[config.mk]
export PLATFORM = sky130hd
export DESIGN_NAME = mpfc_top
export DESIGN_NICKNAME = d
export VERILOG_FILES = /design/src/logic/mpfc_pkg.sv /design/src/logic/mpfc_quanta_timer.sv /design/src/logic/mpfc_top.sv
export SDC_FILE = /design/constraint.sdc
export NUM_CORES = 1
export LEC_CHECK = 0
export BUFFER_PORTS_ARGS = -buffer_cell sky130_fd_sc_hd__buf_4
export CORE_MARGIN = 2
export CORE_UTILIZATION = 25
export CTS_CLUSTER_SIZE = 8
export DETAILED_ROUTE_END_ITERATION = 8
export GPL_TIMING_DRIVEN = 0
export SYNTH_ARGS = -nofsm -noshare
export SYNTH_HDL_FRONTEND = slang
export SYNTH_SLANG_ARGS = --single-unit
[constraint.sdc]
create_clock -name clk_i -period 2.5 [get_ports clk_i]
set_input_delay 0.375 -clock clk_i [delete_from_list [all_inputs] [get_ports clk_i]]
set_output_delay 0.375 -clock clk_i [all_outputs]
set_load 0.01 [all_outputs]
[src/logic/mpfc_pkg.sv]
// Shared constants for the pause flow-control block.
`default_nettype none
package mpfc_pkg;
    // Register byte offsets on the bus.
    localparam logic [7:0] CTRL_OFS = 8'h00;
    localparam logic [7:0] STAT_OFS = 8'h04;
    // Control register bit positions.
    localparam int CTRL_TX_NEW = 0;
    localparam int CTRL_TX_TIMER = 1;
    localparam int CTRL_RX_LINK = 2;
    localparam int CTRL_RX_PRIO = 3;
    localparam logic [3:0] CTRL_RESET = 4'h0;
    // Status register bit positions.
    localparam int STAT_PAUSED = 0;
    localparam int STAT_PEND_LINK = 1;
    localparam int STAT_PEND_PRIO = 2;
    localparam int STAT_REQ = 3;
    localparam int STAT_RX_LINK = 4;
    localparam int STAT_RX_PRIO = 8;
    // Geometry.
    localparam int NUM_PRIO = 8;
    localparam int TIME_W = 16;
    // One pause quantum is 512 UI; at 10 Gb/s that is 51200 ps.
    localparam int unsigned CLK_PERIOD_PS = 10000;
    localparam int unsigned QUANTUM_PS = 51200;
    localparam int unsigned QUANTUM_CYCLES =
        (QUANTUM_PS / CLK_PERIOD_PS) < 1 ? 1 : (QUANTUM_PS / CLK_PERIOD_PS);
    localparam logic [7:0] PRE_LAST = 8'(QUANTUM_CYCLES - 1);
endpackage : mpfc_pkg
`default_nettype wire

[src/logic/mpfc_quanta_timer.sv]
// Pause-time countdown counted in 512 UI quanta.
`default_nettype none
module mpfc_quanta_timer
    import mpfc_pkg::*;
(
    input wire logic clk_i,
    input wire logic rst_i,
    input wire logic load_i,
    input wire logic [TIME_W-1:0] value_i,
    output logic running_o,
    output logic expire_o
);
    logic [7:0] pre_r;
    logic [7:0] pre_nxt;
    logic [TIME_W-1:0] cnt_r;
    logic [TIME_W-1:0] cnt_nxt;
    logic expire_r;
    logic expire_nxt;
    wire tick = (pre_r == PRE_LAST);

    // A load restarts the quantum so the first quantum is never short.
    assign pre_nxt = (load_i || tick) ? 8'h00 : 8'(pre_r + 8'h01);
    assign cnt_nxt = load_i ? value_i :
        (tick && cnt_r != 16'h0000) ? 16'(cnt_r - 16'h0001) : cnt_r;
    assign expire_nxt = !load_i && tick && (cnt_r == 16'h0001);
    assign running_o = (cnt_r != 16'h0000);
    assign expire_o = expire_r;

    // Counter state.
    always_ff @(posedge clk_i) begin
        if (rst_i) begin
            pre_r <= 8'h00;
            cnt_r <= 16'h0000;
            expire_r <= 1'b0;
        end else begin
            pre_r <= pre_nxt;
            cnt_r <= cnt_nxt;
            expire_r <= expire_nxt;
        end
    end
endmodule : mpfc_quanta_timer
`default_nettype wire

[src/logic/mpfc_top.sv]
// Pause flow control: transmit pause origination, halt, receive pause status.
// Functional notes
// - Send strobe pulse sends one pause frame.
// - Beat enable plus options sends repeated frames.
// - Beat interval is 16 bits of quanta.
// - Link frames need port enable and option.
// - Link frame carries configured port pause time.
// - Priority frames enabled per 8-bit vector.
// - Priority times are 16-bit slices, low first.
// - Link XOFF level change sends link frame.
// - Link XOFF low sends zero, high sends time.
// - Priority XOFF bit change sends priority frame.
// - Priority timer zero when its XOFF low.
// - Halt request stops packet transmission.
// - Paused output shows transmission is halted.
// - Own reset clears receive pause logic.
// - Link pause frames processed only when enabled.
// - Priority pause frames processed per enabled priority.
// - Link XOFF status after nonzero link pause.
// - Priority XOFF status bit per active priority.
// - Pause frame flagged in error bit zero.
`default_nettype none
module mpfc_top
    import mpfc_pkg::*;
(
    input wire logic clk_i,
    input wire logic rst_i,
    input wire logic wb_cyc_i,
    input wire logic wb_stb_i,
    input wire logic wb_we_i,
    input wire logic [7:0] wb_adr_i,
    input wire logic [3:0] wb_sel_i,
    input wire logic [31:0] wb_dat_i,
    output logic [31:0] wb_dat_o,
    output logic wb_ack_o,
    input wire logic pause_send_strobe_i,
    input wire logic beat_enable_i,
    input wire logic [15:0] beat_interval_i,
    input wire logic link_pause_enable_i,
    input wire logic [15:0] link_pause_time_i,
    input wire logic [7:0] prio_pause_enable_vec_i,
    input wire logic [127:0] prio_pause_time_vec_i,
    input wire logic link_xoff_request_i,
    input wire logic [7:0] priority_xoff_request_vec_i,
    input wire logic tx_halt_request_i,
    input wire logic tx_frame_busy_i,
    input wire logic pause_tx_ack_i,
    output logic pause_tx_req_o,
    output logic pause_tx_prio_o,
    output logic [15:0] pause_tx_time_o,
    output logic [7:0] pause_tx_class_vec_o,
    output logic [127:0] pause_tx_times_o,
    output logic tx_paused_o,
    input wire logic rx_flow_ctrl_sync_reset_i,
    input wire logic rx_link_pause_enable_i,
    input wire logic [7:0] rx_priority_pause_enable_vec_i,
    input wire logic rx_pause_valid_i,
    input wire logic rx_pause_is_prio_i,
    input wire logic [15:0] rx_pause_time_i,
    input wire logic [7:0] rx_pause_class_vec_i,
    input wire logic [127:0] rx_pause_times_i,
    input wire logic rx_end_of_packet_i,
    input wire logic rx_pause_detect_i,
    input wire logic [2:0] rx_other_error_i,
    output logic rx_link_xoff_status_o,
    output logic [7:0] rx_priority_xoff_status_vec_o,
    output logic rx_end_of_packet_o,
    output logic [3:0] rx_error_vector_o,
    output logic rx_error_summary_o
);
    // Picks one 16-bit pause time slice; slice 0 belongs to priority 0.
    function automatic logic [TIME_W-1:0] slice_of(input logic [127:0] v, input int idx);
        slice_of = v[idx*TIME_W +: TIME_W];
    endfunction : slice_of

    ////////////////////////////////////////////////////////////////////
    // Bus slave and control register.
    logic [3:0] ctrl_r;
    logic ack_r;
    logic [31:0] rdat_r;
    logic [31:0] stat_w;
    logic [31:0] rmux_w;
    // Address decode ignores bits 1:0; the option bits come straight from the control register.
    wire wb_hit = wb_cyc_i && wb_stb_i && !ack_r;
    wire ctrl_sel = (wb_adr_i[7:2] == CTRL_OFS[7:2]);
    wire stat_sel = (wb_adr_i[7:2] == STAT_OFS[7:2]);
    wire ctrl_wr = wb_hit && wb_we_i && ctrl_sel && wb_sel_i[0];
    wire tx_new = ctrl_r[CTRL_TX_NEW];
    wire tx_timer = ctrl_r[CTRL_TX_TIMER];
    wire rx_link_opt = ctrl_r[CTRL_RX_LINK];
    wire rx_prio_opt = ctrl_r[CTRL_RX_PRIO];

    // Unmapped addresses are acknowledged and read as zero.
    assign rmux_w = ctrl_sel ? {28'h0000000, ctrl_r} : (stat_sel ? stat_w : 32'h00000000);
    assign wb_dat_o = rdat_r;
    assign wb_ack_o = ack_r;

    // One wait state: ack follows the request by one edge, then drops.
    always_ff @(posedge clk_i) begin
        if (rst_i) begin
            ctrl_r <= CTRL_RESET;
            ack_r <= 1'b0;
            rdat_r <= 32'h00000000;
        end else begin
            ack_r <= wb_hit;
            if (wb_hit) rdat_r <= rmux_w;
            if (ctrl_wr) ctrl_r <= wb_dat_i[3:0];
        end
    end

    ////////////////////////////////////////////////////////////////////
    // Transmit triggers: strobe, beat timer and XOFF level changes.
    logic beat_exp_w;
    logic link_xoff_d_r;
    logic [7:0] prio_xoff_d_r;
    logic pend_link_r;
    logic pend_prio_r;
    logic [15:0] link_time_r;
    logic [15:0] link_time_nxt;
    // Triggers that arrive while a frame is already pending fold into that frame.
    wire beat_active = beat_enable_i && tx_new && tx_timer;
    wire beat_fire = beat_exp_w && beat_active;
    wire any_prio_en = |prio_pause_enable_vec_i;
    wire src_trig = tx_new && (pause_send_strobe_i || beat_fire);
    wire link_ok = tx_new && link_pause_enable_i;
    wire xoff_link_trig = link_ok && (link_xoff_request_i != link_xoff_d_r);
    wire xoff_prio_trig = tx_new && |((priority_xoff_request_vec_i ^ prio_xoff_d_r) & prio_pause_enable_vec_i);
    wire src_link_trig = src_trig && link_ok;
    wire src_prio_trig = src_trig && !link_ok && any_prio_en;
    wire link_trig = xoff_link_trig || src_link_trig;
    wire prio_trig = xoff_prio_trig || src_prio_trig;

    // The beat counter reloads while idle so the first beat waits a full interval.
    mpfc_quanta_timer u_beat (
        .clk_i(clk_i),
        .rst_i(rst_i),
        .load_i(!beat_active || beat_exp_w),
        .value_i(beat_interval_i),
        .running_o(),
        .expire_o(beat_exp_w)
    );

    // An XOFF change sends its level; a strobe or beat sends the port time.
    assign link_time_nxt = xoff_link_trig ? (link_xoff_request_i ? link_pause_time_i : 16'h0000) :
        src_link_trig ? link_pause_time_i : link_time_r;

    ////////////////////////////////////////////////////////////////////
    // Issue queue: one frame handed out at a time, never mid-packet.
    logic req_r;
    logic prio_kind_r;
    logic [15:0] time_r;
    logic [7:0] class_r;
    logic [127:0] times_r;
    logic [127:0] prio_times_w;
    logic paused_r;
    // Link frames go first when both kinds are pending; nothing starts mid-packet.
    wire gap = !req_r && !tx_frame_busy_i;
    wire issue_link = gap && pend_link_r && link_ok;
    wire issue_prio = gap && pend_prio_r && tx_new && !(pend_link_r && link_ok);
    wire issue = issue_link || issue_prio;

    // Each priority timer is zero while its XOFF bit is low.
    always_comb begin
        prio_times_w = 128'h0;
        for (int i = 0; i < NUM_PRIO; i++) begin
            if (priority_xoff_request_vec_i[i]) begin
                prio_times_w[i*TIME_W +: TIME_W] = slice_of(prio_pause_time_vec_i, i);
            end
        end
    end

    // Pending flags: a new trigger wins over the clear from issuing.
    always_ff @(posedge clk_i) begin
        if (rst_i) begin
            link_xoff_d_r <= 1'b0;
            prio_xoff_d_r <= 8'h00;
            pend_link_r <= 1'b0;
            pend_prio_r <= 1'b0;
            link_time_r <= 16'h0000;
        end else begin
            link_xoff_d_r <= link_xoff_request_i;
            prio_xoff_d_r <= priority_xoff_request_vec_i;
            pend_link_r <= link_trig || (pend_link_r && !issue_link);
            pend_prio_r <= prio_trig || (pend_prio_r && !issue_prio);
            link_time_r <= link_time_nxt;
        end
    end

    // Request stays up until the transmitter acknowledges it.
    always_ff @(posedge clk_i) begin
        if (rst_i) begin
            req_r <= 1'b0;
            prio_kind_r <= 1'b0;
            time_r <= 16'h0000;
            class_r <= 8'h00;
            times_r <= 128'h0;
        end else begin
            req_r <= issue || (req_r && !pause_tx_ack_i);
            if (issue) begin
                prio_kind_r <= !issue_link;
                time_r <= link_time_r;
                class_r <= prio_pause_enable_vec_i;
                times_r <= prio_times_w;
            end
        end
    end

    // Halt lands only between packets; a packet in flight is allowed to finish.
    always_ff @(posedge clk_i) begin
        if (rst_i) paused_r <= 1'b0;
        else paused_r <= tx_halt_request_i && (paused_r || !tx_frame_busy_i);
    end

    assign pause_tx_req_o = req_r;
    assign pause_tx_prio_o = prio_kind_r;
    assign pause_tx_time_o = time_r;
    assign pause_tx_class_vec_o = class_r;
    assign pause_tx_times_o = times_r;
    assign tx_paused_o = paused_r;

    ////////////////////////////////////////////////////////////////////
    // Receive pause processing; index 0 is the link timer, 1..8 priorities.
    logic [8:0] rx_load_w;
    logic [8:0] rx_run_w;
    logic [15:0] rx_val_w [0:8];
    logic rx_link_st_r;
    logic [7:0] rx_prio_st_r;
    logic rx_eop_r;
    logic [3:0] rx_err_r;
    logic rx_sum_r;
    wire rx_rst = rst_i || rx_flow_ctrl_sync_reset_i;
    wire pause_flag = rx_link_opt && rx_end_of_packet_i && rx_pause_detect_i;

    // Link pause frames load timer 0 only while both receive enables are on.
    assign rx_load_w[0] = rx_pause_valid_i && !rx_pause_is_prio_i && rx_link_pause_enable_i && rx_link_opt;
    assign rx_val_w[0] = rx_pause_time_i;

    // A zero time loads zero and so drops the status at once.
    for (genvar g = 0; g < 9; g++) begin : g_rx
        if (g > 0) begin : g_prio
            assign rx_load_w[g] = rx_pause_valid_i && rx_pause_is_prio_i && rx_prio_opt &&
                rx_pause_class_vec_i[g-1] && rx_priority_pause_enable_vec_i[g-1];
            assign rx_val_w[g] = slice_of(rx_pause_times_i, g - 1);
        end
        mpfc_quanta_timer u_rx (
            .clk_i(clk_i),
            .rst_i(rx_rst),
            .load_i(rx_load_w[g]),
            .value_i(rx_val_w[g]),
            .running_o(rx_run_w[g]),
            .expire_o()
        );
    end

    // Status and error flags, all cleared by the receive pause reset.
    always_ff @(posedge clk_i) begin
        if (rx_rst) begin
            rx_link_st_r <= 1'b0;
            rx_prio_st_r <= 8'h00;
            rx_eop_r <= 1'b0;
            rx_err_r <= 4'h0;
            rx_sum_r <= 1'b0;
        end else begin
            rx_link_st_r <= rx_run_w[0];
            rx_prio_st_r <= rx_run_w[8:1];
            rx_eop_r <= rx_end_of_packet_i;
            rx_err_r <= {rx_other_error_i, pause_flag};
            rx_sum_r <= pause_flag || |rx_other_error_i;
        end
    end

    assign rx_link_xoff_status_o = rx_link_st_r;
    assign rx_priority_xoff_status_vec_o = rx_prio_st_r;
    assign rx_end_of_packet_o = rx_eop_r;
    assign rx_error_vector_o = rx_err_r;
    assign rx_error_summary_o = rx_sum_r;

    // Status word; bits with no meaning read as zero.
    assign stat_w = {16'h0000, rx_prio_st_r, 3'h0, rx_link_st_r, req_r, pend_prio_r, pend_link_r, paused_r};
endmodule : mpfc_top
`default_nettype wire

# Word-level counts from Yosys, hierarchy flattened
# Cells that the tools add are included.
# word_totals
input_bits,401
elab_cells,236
out_inout_bits,203
register_bits,475
# classes
n_bitwise,2
n_mux,33
add_sub_neg,20
n_eq_ne,13
reduce_logical,128
# op_table
operator,count
2-to-1 mux 16 bit,33
nonzero test 16 bit,10
subtractor 16 x 1 -> 16 bit (second input constant),10
adder 8 x 1 -> 8 bit (second input constant),10
equality test 8 x 3 -> 1 bit (second input constant),10
logical AND 1 bit,61
nonzero test 2 bit,11
logical OR 1 bit,21
OR reduction 2 bit,10
equality test 16 x 1 -> 1 bit (second input constant),1
OR reduction 8 bit,2
zero test 1 bit,11
AND 8 bit,1
XOR 8 bit,1
equality test 6 x 1 -> 1 bit (second input constant),1
zero test 6 bit,1
OR reduction 3 bit,1
inequality test 1 bit,1

# Depth between registers and ports, before layout
# Gate-level depths: netlist of run 1.
# depth
depth_word,9
ltp_mapped,9
mapped_depth_nobuf,8

# Cells and area by module
# Synthesis of run 1 repeated with hierarchy kept, for this count alone.
# hier_totals
cells_unflattened,2693
hier_area_um2,22441.5
# by_module_without_submodules
mod,area_each_um2,instances,cells_each
mpfc_quanta_timer at g_rx[0].u_rx ...,1436.4,9,177
mpfc_top,7987.7,1,939
mpfc_quanta_timer at u_beat,1526.5,1,161

# Least setup slack after synthesis of run 1
# Ideal clock, no wire load.
# synth_path
path_kind,register to register
startpoint,reg g_rx[1].u_rx.cnt_r[0]
endpoint,reg g_rx[1].u_rx.cnt_r[11]
t_required_ps,2367
path_stages_with_launch,9
t_arrival_ps,1950
setup_slack_ps,417
n_path_buf,0
synth_period_minus_slack_ps,2083
cell_sequence,dfxtp_1 > inv_1 > ha_1 > or4b_2 > nor4_2 > nand4b_1 > nor4_1 > xnor2_1 > a21oi_1
# synth_between
elab_chain_len,3
elab_cells_between_ends,6
cone_classes,add/sub: 1; mux: 2; reduce/logical: 3
# synth_lines
element,line_no,rtl
start: declaration,mpfc_quanta_timer.sv:15,logic [TIME_W-1:0] cnt_r;
start signal: assignment,mpfc_quanta_timer.sv:37,cnt_r <= cnt_nxt;
subtractor 16 x 1 -> 16 bit / nonzero test 16 bit (equally long branches),mpfc_quanta_timer.sv:24,(tick && cnt_r != 16'h0000) ? 16'(cnt_r - 16'h0001) : cnt_r;
2-to-1 mux 16 bit / logical AND 1 bit (equally long branches),mpfc_quanta_timer.sv:24,
2-to-1 mux 16 bit / nonzero test 2 bit (equally long branches),n/a,
# Parallel ways exist; a longest one is shown, timed or not. The select of a mux whose other input is x is not followed.
# A chain may end at the register's enable or synchronous reset.

# Worst setup path after layout of run 1
# layout_path
startpoint,reg g_rx[4].u_rx.cnt_r[2]
endpoint,reg g_rx[4].u_rx.cnt_r[2]
# layout_between
elab_chain_len,3
elab_cells_between_ends,6
cone_classes,add/sub: 1; mux: 2; reduce/logical: 3
# layout_lines
element,line_no
start: declaration,mpfc_quanta_timer.sv:15
start signal: assignment,mpfc_quanta_timer.sv:37
subtractor 16 x 1 -> 16 bit / nonzero test 16 bit (equally long branches),mpfc_quanta_timer.sv:24
2-to-1 mux 16 bit / logical AND 1 bit (equally long branches),mpfc_quanta_timer.sv:24
2-to-1 mux 16 bit / nonzero test 2 bit (equally long branches),n/a
# Parallel ways exist; a longest one is shown, timed or not. The select of a mux whose other input is x is not followed.

==> results of run 1 <==
[kinds of logic (layout without fill, tap and decap cells)]
family,after synthesis,after routing,share of synthesized area
AOI/OAI and AO/OA,488,488,0.1350
muxes,37,37,0.01890
adders and majority gates,31,31,0.01947
buffers and inverters,199,848,0.04151
xor gates and xnor gates,188,188,0.08265
and+or+nand+nor,970,970,0.2440
DFF,456,456,0.4582
other,1,25,0.0001882
[routing by layer]
metal	part of all wire	vias to the layer above	GRT usage
met2	0.46	579	0.2960
met4	0.035	12	0.06440
li1	-	9523	-
met3	0.075	162	0.05397
met1	0.43	8836	0.2176
met5	0.00081	-	0
[power by group through the flow]
stage / Clock (mW) / Sequential [mW] / Combinational (mW)
after floorplan: 0 / 7.50 / 0.303
final: 8.37 / 7.36 / 1.02
after global placement: 0 / 7.51 / 0.993
after CTS: 8.69 / 7.36 / 1.04
after global routing: 8.93 / 7.36 / 1.11
after detailed placement: 0 / 7.51 / 0.994
[stage by stage]
step	TNS, ps	cells
floorplan	0	2388
global placement	-280590	3981
detailed placement	-275140	3981
CTS	0	4084
global route	0	4091
finish	0	4093
[area by class of cell]
cell class,count,share of cell area
clock buffer,73,0.06389
sequential,456,0.3308
multi-input combinational,1733,0.3655
inverter,53,0.007209
clock inverter,7,0.003673
tap,1050,0.04761
antenna,6,0.0005441
timing repair buffer,572,0.1578
buffer,143,0.02299
[path summary, 6_finish.rpt]
| check | slack, ps | cells after the start | from | to |
|---|---|---|---|---|
| worst max-delay path | 140 | 6 | g_rx[4].u_rx.cnt_r[2] | g_rx[4].u_rx.cnt_r[2] |
| worst min-delay path | 50 | 3 | link_pause_time_i[10] | link_time_r[10] |
| worst max register to register | 140 | 6 | g_rx[4].u_rx.cnt_r[2] | g_rx[4].u_rx.cnt_r[2] |
| worst min register to register | 450 | 2 | pause_tx_times_o[57] | pause_tx_times_o[57] |
[state kept, by name, summed over array words and instances (netlist names), 4 cells and up]
name / cells
ctrl_r: 4
g_rx.u_rx.cnt_r: 144
g_rx.u_rx.pre_r: 72
link_time_r: 16
pause_tx_class_vec_o: 8
pause_tx_time_o: 16
pause_tx_times_o: 128
prio_xoff_d_r: 8
rx_error_vector_o: 4
rx_priority_xoff_status_vec_o: 8
u_beat.cnt_r: 16
u_beat.pre_r: 8
wb_dat_o: 13
[synthesized netlist by cell type (all sizes together), types with 2 or more instances]
| master | number | area [µm²] |
|---|---|---|
| a41o | 3 | 30.03 |
| dfxtp | 456 | 9129 |
| a21oi | 264 | 1325 |
| mux2 | 5 | 56.30 |
| nor4bb | 3 | 30.03 |
| nand4b | 9 | 78.83 |
| nand2b | 6 | 37.54 |
| and4b | 4 | 40.04 |
| or4 | 21 | 173.9 |
| nand3 | 225 | 1131 |
| ha | 31 | 387.9 |
| nor3 | 46 | 235.2 |
| clkbuf | 118 | 442.9 |
| o31ai | 10 | 75.07 |
| and4bb | 3 | 37.54 |
| or3 | 15 | 100.1 |
| and2 | 10 | 63.81 |
| a211oi | 29 | 217.7 |
| o21ai | 135 | 675.7 |
| nand3b | 7 | 52.55 |
| and4 | 3 | 26.28 |
| xnor2 | 76 | 665.6 |
| nor4 | 44 | 370.4 |
| and3 | 32 | 200.2 |
| a22oi | 17 | 127.6 |
| nand4 | 17 | 106.4 |
| mux2i | 32 | 320.3 |
| buf | 28 | 185.2 |
| nor2b | 13 | 81.33 |
| o41ai | 2 | 17.52 |
| nor3b | 13 | 102.6 |
| a31oi | 18 | 133.9 |
| inv | 53 | 198.9 |
| nor2 | 224 | 845.8 |
| or2 | 8 | 52.56 |
| xor2 | 112 | 980.9 |
| nor4b | 8 | 91.33 |
| and3b | 2 | 17.52 |
| nand2 | 254 | 955.9 |
[critical path, cell delays in order (launching register included)]
cell and delay [ps]:
dfxtp_1 350, or4_4 590, nor4_2 560, a31oi_4 280
nand2_2 190, xor2_1 170, a21oi_1 80
[repair_timing]
item                                    CTS  global route
hold buffers                             24             0
buffers inserted                          2             3
pin swaps                                 1             1
endpoints found under the hold margin    24             0
gates resized for setup                  20             7
endpoints found under the setup margin  313            40
==> results.sh, run 1 <==
export IMPL_ant_nets=0
export IMPL_drive_gt1_frac=0.2344
export IMPL_avgViaCountPerCell=4.669
export IMPL_hp_class="in -> reg"
export IMPL_netSwitchingFraction=0.2304
export IMPL_min_period_ps=2357
export IMPL_nFillCells=8324
export IMPL_crit_fanout=7
export IMPL_start_kind="flop"
export IMPL_rsz0062_at_grt="no"
export IMPL_timing_fmax_mhz=424.2
export IMPL_ctsRootBufferMaster="clkbuf_16"
export IMPL_wire_per_inst_um=18.61
export IMPL_synth_area_per_cell_um2=8.406
export IMPL_synth_seq_cells=456
export IMPL_insertion_delay_ps=580
export IMPL_grt_pass1_wl_um=111900
export IMPL_numCtsBuffers=68
export IMPL_h_tree_depth=3
export IMPL_die_w_um=286.3
export IMPL_final_common_cell="buf_4"
export IMPL_pwr_share_seq=0.439
export IMPL_cellPowerDensity_mw_per_mm2=607.2
export IMPL_grtUsageTotal=0.1783
export IMPL_maxCapViolCount=0
export IMPL_final_cell_mix="buf_4, dfxtp_1, a21oi_1"
export IMPL_die_area_mm2=0.08196
export IMPL_place_hpwl_um=58410
export IMPL_p_switching_mw=3.860
export IMPL_criticalPathCategory="reg -> reg"
export IMPL_synth_distinct_cells=77
export IMPL_multi_input_area_mm2=0.01009
export IMPL_synth_edf_count=0
export IMPL_clk_pin_slew_ps=50
export IMPL_clkPwrFrac=0.499
export IMPL_dr_pass1_iters=4
export IMPL_gr_total_overflow=0
export IMPL_p_leak_nw=10.58
export IMPL_antenna_found_initial=17
export IMPL_syn_to_final_growth_pct=38.52
export IMPL_relSlewSlack=0.2608
export IMPL_nNetsFinal=3459
export IMPL_grt_pass1_vias=18500
export IMPL_coreArea_mm2=0.07900
export IMPL_final_period_utilization=0.9429
export IMPL_grt_max_degree=11
export IMPL_arrival_ps=2790
export IMPL_synthFlopType="dfxtp_1"
export IMPL_cp_required_ps=2930
export IMPL_setup_viol=0
export IMPL_drv_slew=0
export IMPL_hold_worst_slack_ps=47.24
export IMPL_placed_area_mm2=0.02538
export IMPL_cts_path_max_buffers=3
export IMPL_status="completed"
export IMPL_vias=19110
export IMPL_gp_congestion=0.8742
export IMPL_hold_violations=0
export IMPL_worst_pin_slew_ps=1109
export IMPL_skew_ps=25.20
export IMPL_netlist_instances=2370
export IMPL_setup_ws_ps=142.7
export IMPL_p_int_mw=12.90
export IMPL_ir_drop_mv=0.3725
export IMPL_final_area_mm2=0.02760
export IMPL_drc=0
export IMPL_portBuffers=543
export IMPL_fp_row_count=103
export IMPL_dp_slack_ps=-1582
export IMPL_pin_count=604
export IMPL_clock_sinks=456
export IMPL_ys_warn_count=0
export IMPL_pwr_share_comb=0.061
export IMPL_die_h_um=286.3
export IMPL_critPathCaptureType="flop"
export IMPL_synthArstFlopShare=0
export IMPL_drt_total_wl_um=76180
export IMPL_first_iter_violations=856
export IMPL_power_mw=16.76
export IMPL_start_util=0.2522
export IMPL_yosysSeqAreaShare=0.4582
export IMPL_regArea_mm2=0.009129
export IMPL_netlist_area_mm2=0.01992
export IMPL_cts_tree="built"
export IMPL_utilization=0.3493
Note: power is estimated with default switching activity, not from simulation.
==> run 2: changes to the inputs <==
--- a/config.mk
+++ b/config.mk
@@ -12,4 +12,5 @@
 export DETAILED_ROUTE_END_ITERATION = 8
 export GPL_TIMING_DRIVEN = 0
+export RECOVER_POWER = 25
 export SYNTH_ARGS = -nofsm -noshare
 export SYNTH_HDL_FRONTEND = slang
==> constraint.sdc (replaced) <==
create_clock -name clk_i -period 2.5 [get_ports clk_i]
set_input_delay 0.375 -clock clk_i [delete_from_list [all_inputs] [get_ports clk_i]]
set_output_delay 0.375 -clock clk_i [all_outputs]
set_load 0.005 [all_outputs]
==> results.sh, run 2 (synthesis gave the netlist of run 1 again) <==
export IMPL_status="completed"
export IMPL_clock_sinks=456
export IMPL_crit_family="simple AND/OR/NAND/NOR gates"
export IMPL_relSlewSlack=0.2544
export IMPL_numCtsBuffers=68
export IMPL_coreArea_mm2=0.07900
export IMPL_place_hpwl_um=58410
export IMPL_critPathBufInv=0
export IMPL_pin_count=604
export IMPL_cellPowerDensity_mw_per_mm2=611.0
export IMPL_maxCapViolCount=0
export IMPL_regMostFlops="g_rx.u_rx.cnt_r"
export IMPL_drt_total_wl_um=76110
export IMPL_rsz0062_at_grt="no"
export IMPL_criticalPathCategory="reg -> reg"
export IMPL_start_kind="flop"
export IMPL_drc=0
export IMPL_die_h_um=286.3
export IMPL_p_int_mw=12.89
export IMPL_cp_required_ps=2930
export IMPL_ctsRootBufferMaster="clkbuf_16"
export IMPL_cpMaxStageDelayCell="or4_4"
export IMPL_dr_pass1_iters=5
export IMPL_dp_cells=3981
export IMPL_nNetsFinal=3459
export IMPL_crit_fanout=7
export IMPL_avgViaCountPerCell=4.676
export IMPL_grtUsageTotal=0.1783
export IMPL_die_w_um=286.3
export IMPL_grt_pass1_vias=18500
export IMPL_final_area_mm2=0.02742
export IMPL_min_period_ps=2356
export IMPL_drv_slew=0
export IMPL_drive_gt1_frac=0.2193
export IMPL_pwr_share_comb=0.061
export IMPL_cts_tree="built"
export IMPL_pwr_share_seq=0.439
export IMPL_ir_drop_mv=0.3760
export IMPL_fp_row_count=103
export IMPL_wire_per_inst_um=18.60
export IMPL_timing_fmax_mhz=424.4
export IMPL_vias=19140
export IMPL_final_period_utilization=0.9425
export IMPL_placed_area_mm2=0.02538
export IMPL_die_area_mm2=0.08196
export IMPL_hp_class="in -> reg"
export IMPL_fin_cells=4093
export IMPL_power_mw=16.75
export IMPL_largest_reg_flops=144
export IMPL_antenna_found_initial=17
export IMPL_h_tree_depth=3
export IMPL_syn_to_final_growth_pct=37.65
export IMPL_worst_pin_slew_ps=1118
export IMPL_p_leak_nw=10.32
export IMPL_setup_viol=0
export IMPL_insertion_delay_ps=580
export IMPL_ant_nets=0
export IMPL_arrival_ps=2790
export IMPL_hold_worst_slack_ps=47.04
export IMPL_skew_ps=26.36
export IMPL_grt_pass1_wl_um=111900
export IMPL_portBuffers=543
export IMPL_start_util=0.2522
export IMPL_grt_max_degree=11
export IMPL_cts_path_max_buffers=3
export IMPL_gp_congestion=0.8742
export IMPL_final_cell_mix="dfxtp_1, buf_4, a21oi_1"
export IMPL_p_switching_mw=3.861
export IMPL_gr_total_overflow=0
export IMPL_final_common_cell="dfxtp_1"
export IMPL_critPathCaptureType="flop"
export IMPL_netSwitchingFraction=0.2304
export IMPL_clkPwrFrac=0.500
export IMPL_clk_pin_slew_ps=50
export IMPL_cpPeakStageDelay_ps=580
export IMPL_worstPathCellList="or4_4, nor4_2, a31oi_4, nand2_2, xor2_1, a21oi_1"
export IMPL_first_iter_violations=853
export IMPL_hold_violations=0
-- run 2: changes by cell type in the layout (fill, tap and decap cells not counted) --
| cell | delta |
|---|---|
| and2_1 | -2 |
| clkbuf_1 | +48 |
| buf_4 | -145 |
| clkbuf_4 | +99 |
| and2_0 | +2 |
| buf_1 | -2 |
-- run 2: what timing repair did --
action / CTS / global route
setup buffers: 2 / 3
gates resized for setup: 20 / 7
endpoints found under the setup margin: 313 / 40
pin swaps: 1 / 1
hold buffers: 24 / 0
endpoints found under the hold margin: 24 / 0
-- run 2: metal layers --
layer | wire length, µm | up-vias | track usage
met4 | 2598 | 12 | 0.06440
met5 | 62 | - | 0
met3 | 5696 | 158 | 0.05397
met2 | 35350 | 602 | 0.2960
li1 | - | 9527 | -
met1 | 32410 | 8841 | 0.2176
-- run 2: stage by stage --
| stage | util | setup slack, ps | TNS (ps) |
|---|---|---|---|
| 3_3_place_gp | 0.3213 | -1574 | -280590 |
| 4_1_cts | 0.3485 | 35.44 | 0 |
| 3_5_place_dp | 0.3213 | -1582 | -275140 |
| 6_report | 0.3471 | 143.7 | 0 |
| 5_1_grt | 0.3471 | 1.482 | 0 |
| 2_1_floorplan | - | 417.0 | 0 |
-- run 2: worst paths after layout --
check / from / end / slack (ps) / depth (start not counted)
max: g_rx[4].u_rx.cnt_r[2] / g_rx[4].u_rx.cnt_r[2] / 140 / 6
min reg2reg: link_time_r[12] / pause_tx_time_o[12] / 450 / 2
max reg2reg: g_rx[4].u_rx.cnt_r[2] / g_rx[4].u_rx.cnt_r[2] / 140 / 6
min: link_pause_time_i[10] / link_time_r[10] / 50 / 3
-- run 2: power by group through the flow --
stage               sequential [mW]  combinational (mW)  clock [mW]
finish                         7.36                1.01        8.38
global placement               7.51               0.984           0
CTS                            7.36                1.03        8.69
global route                   7.36                1.10        8.93
floorplan                      7.50               0.297           0
detailed placement             7.51               0.985           0
-- run 2: worst min-delay path: stages --
cell and delay [ps]:
buf_4 80, mux2i_1 60, nor2_1 70
-- run 2: final cells by class --
class,instances,area [µm²]
clock inverter,7,101.3
inverter,53,198.9
fill,8375,51580
timing repair buffer,572,4182
antenna,6,15.01
buffer,143,634.4
multi-input combinational,1733,10090
tap,1050,1314
sequential,456,9129
clock buffer,73,1763
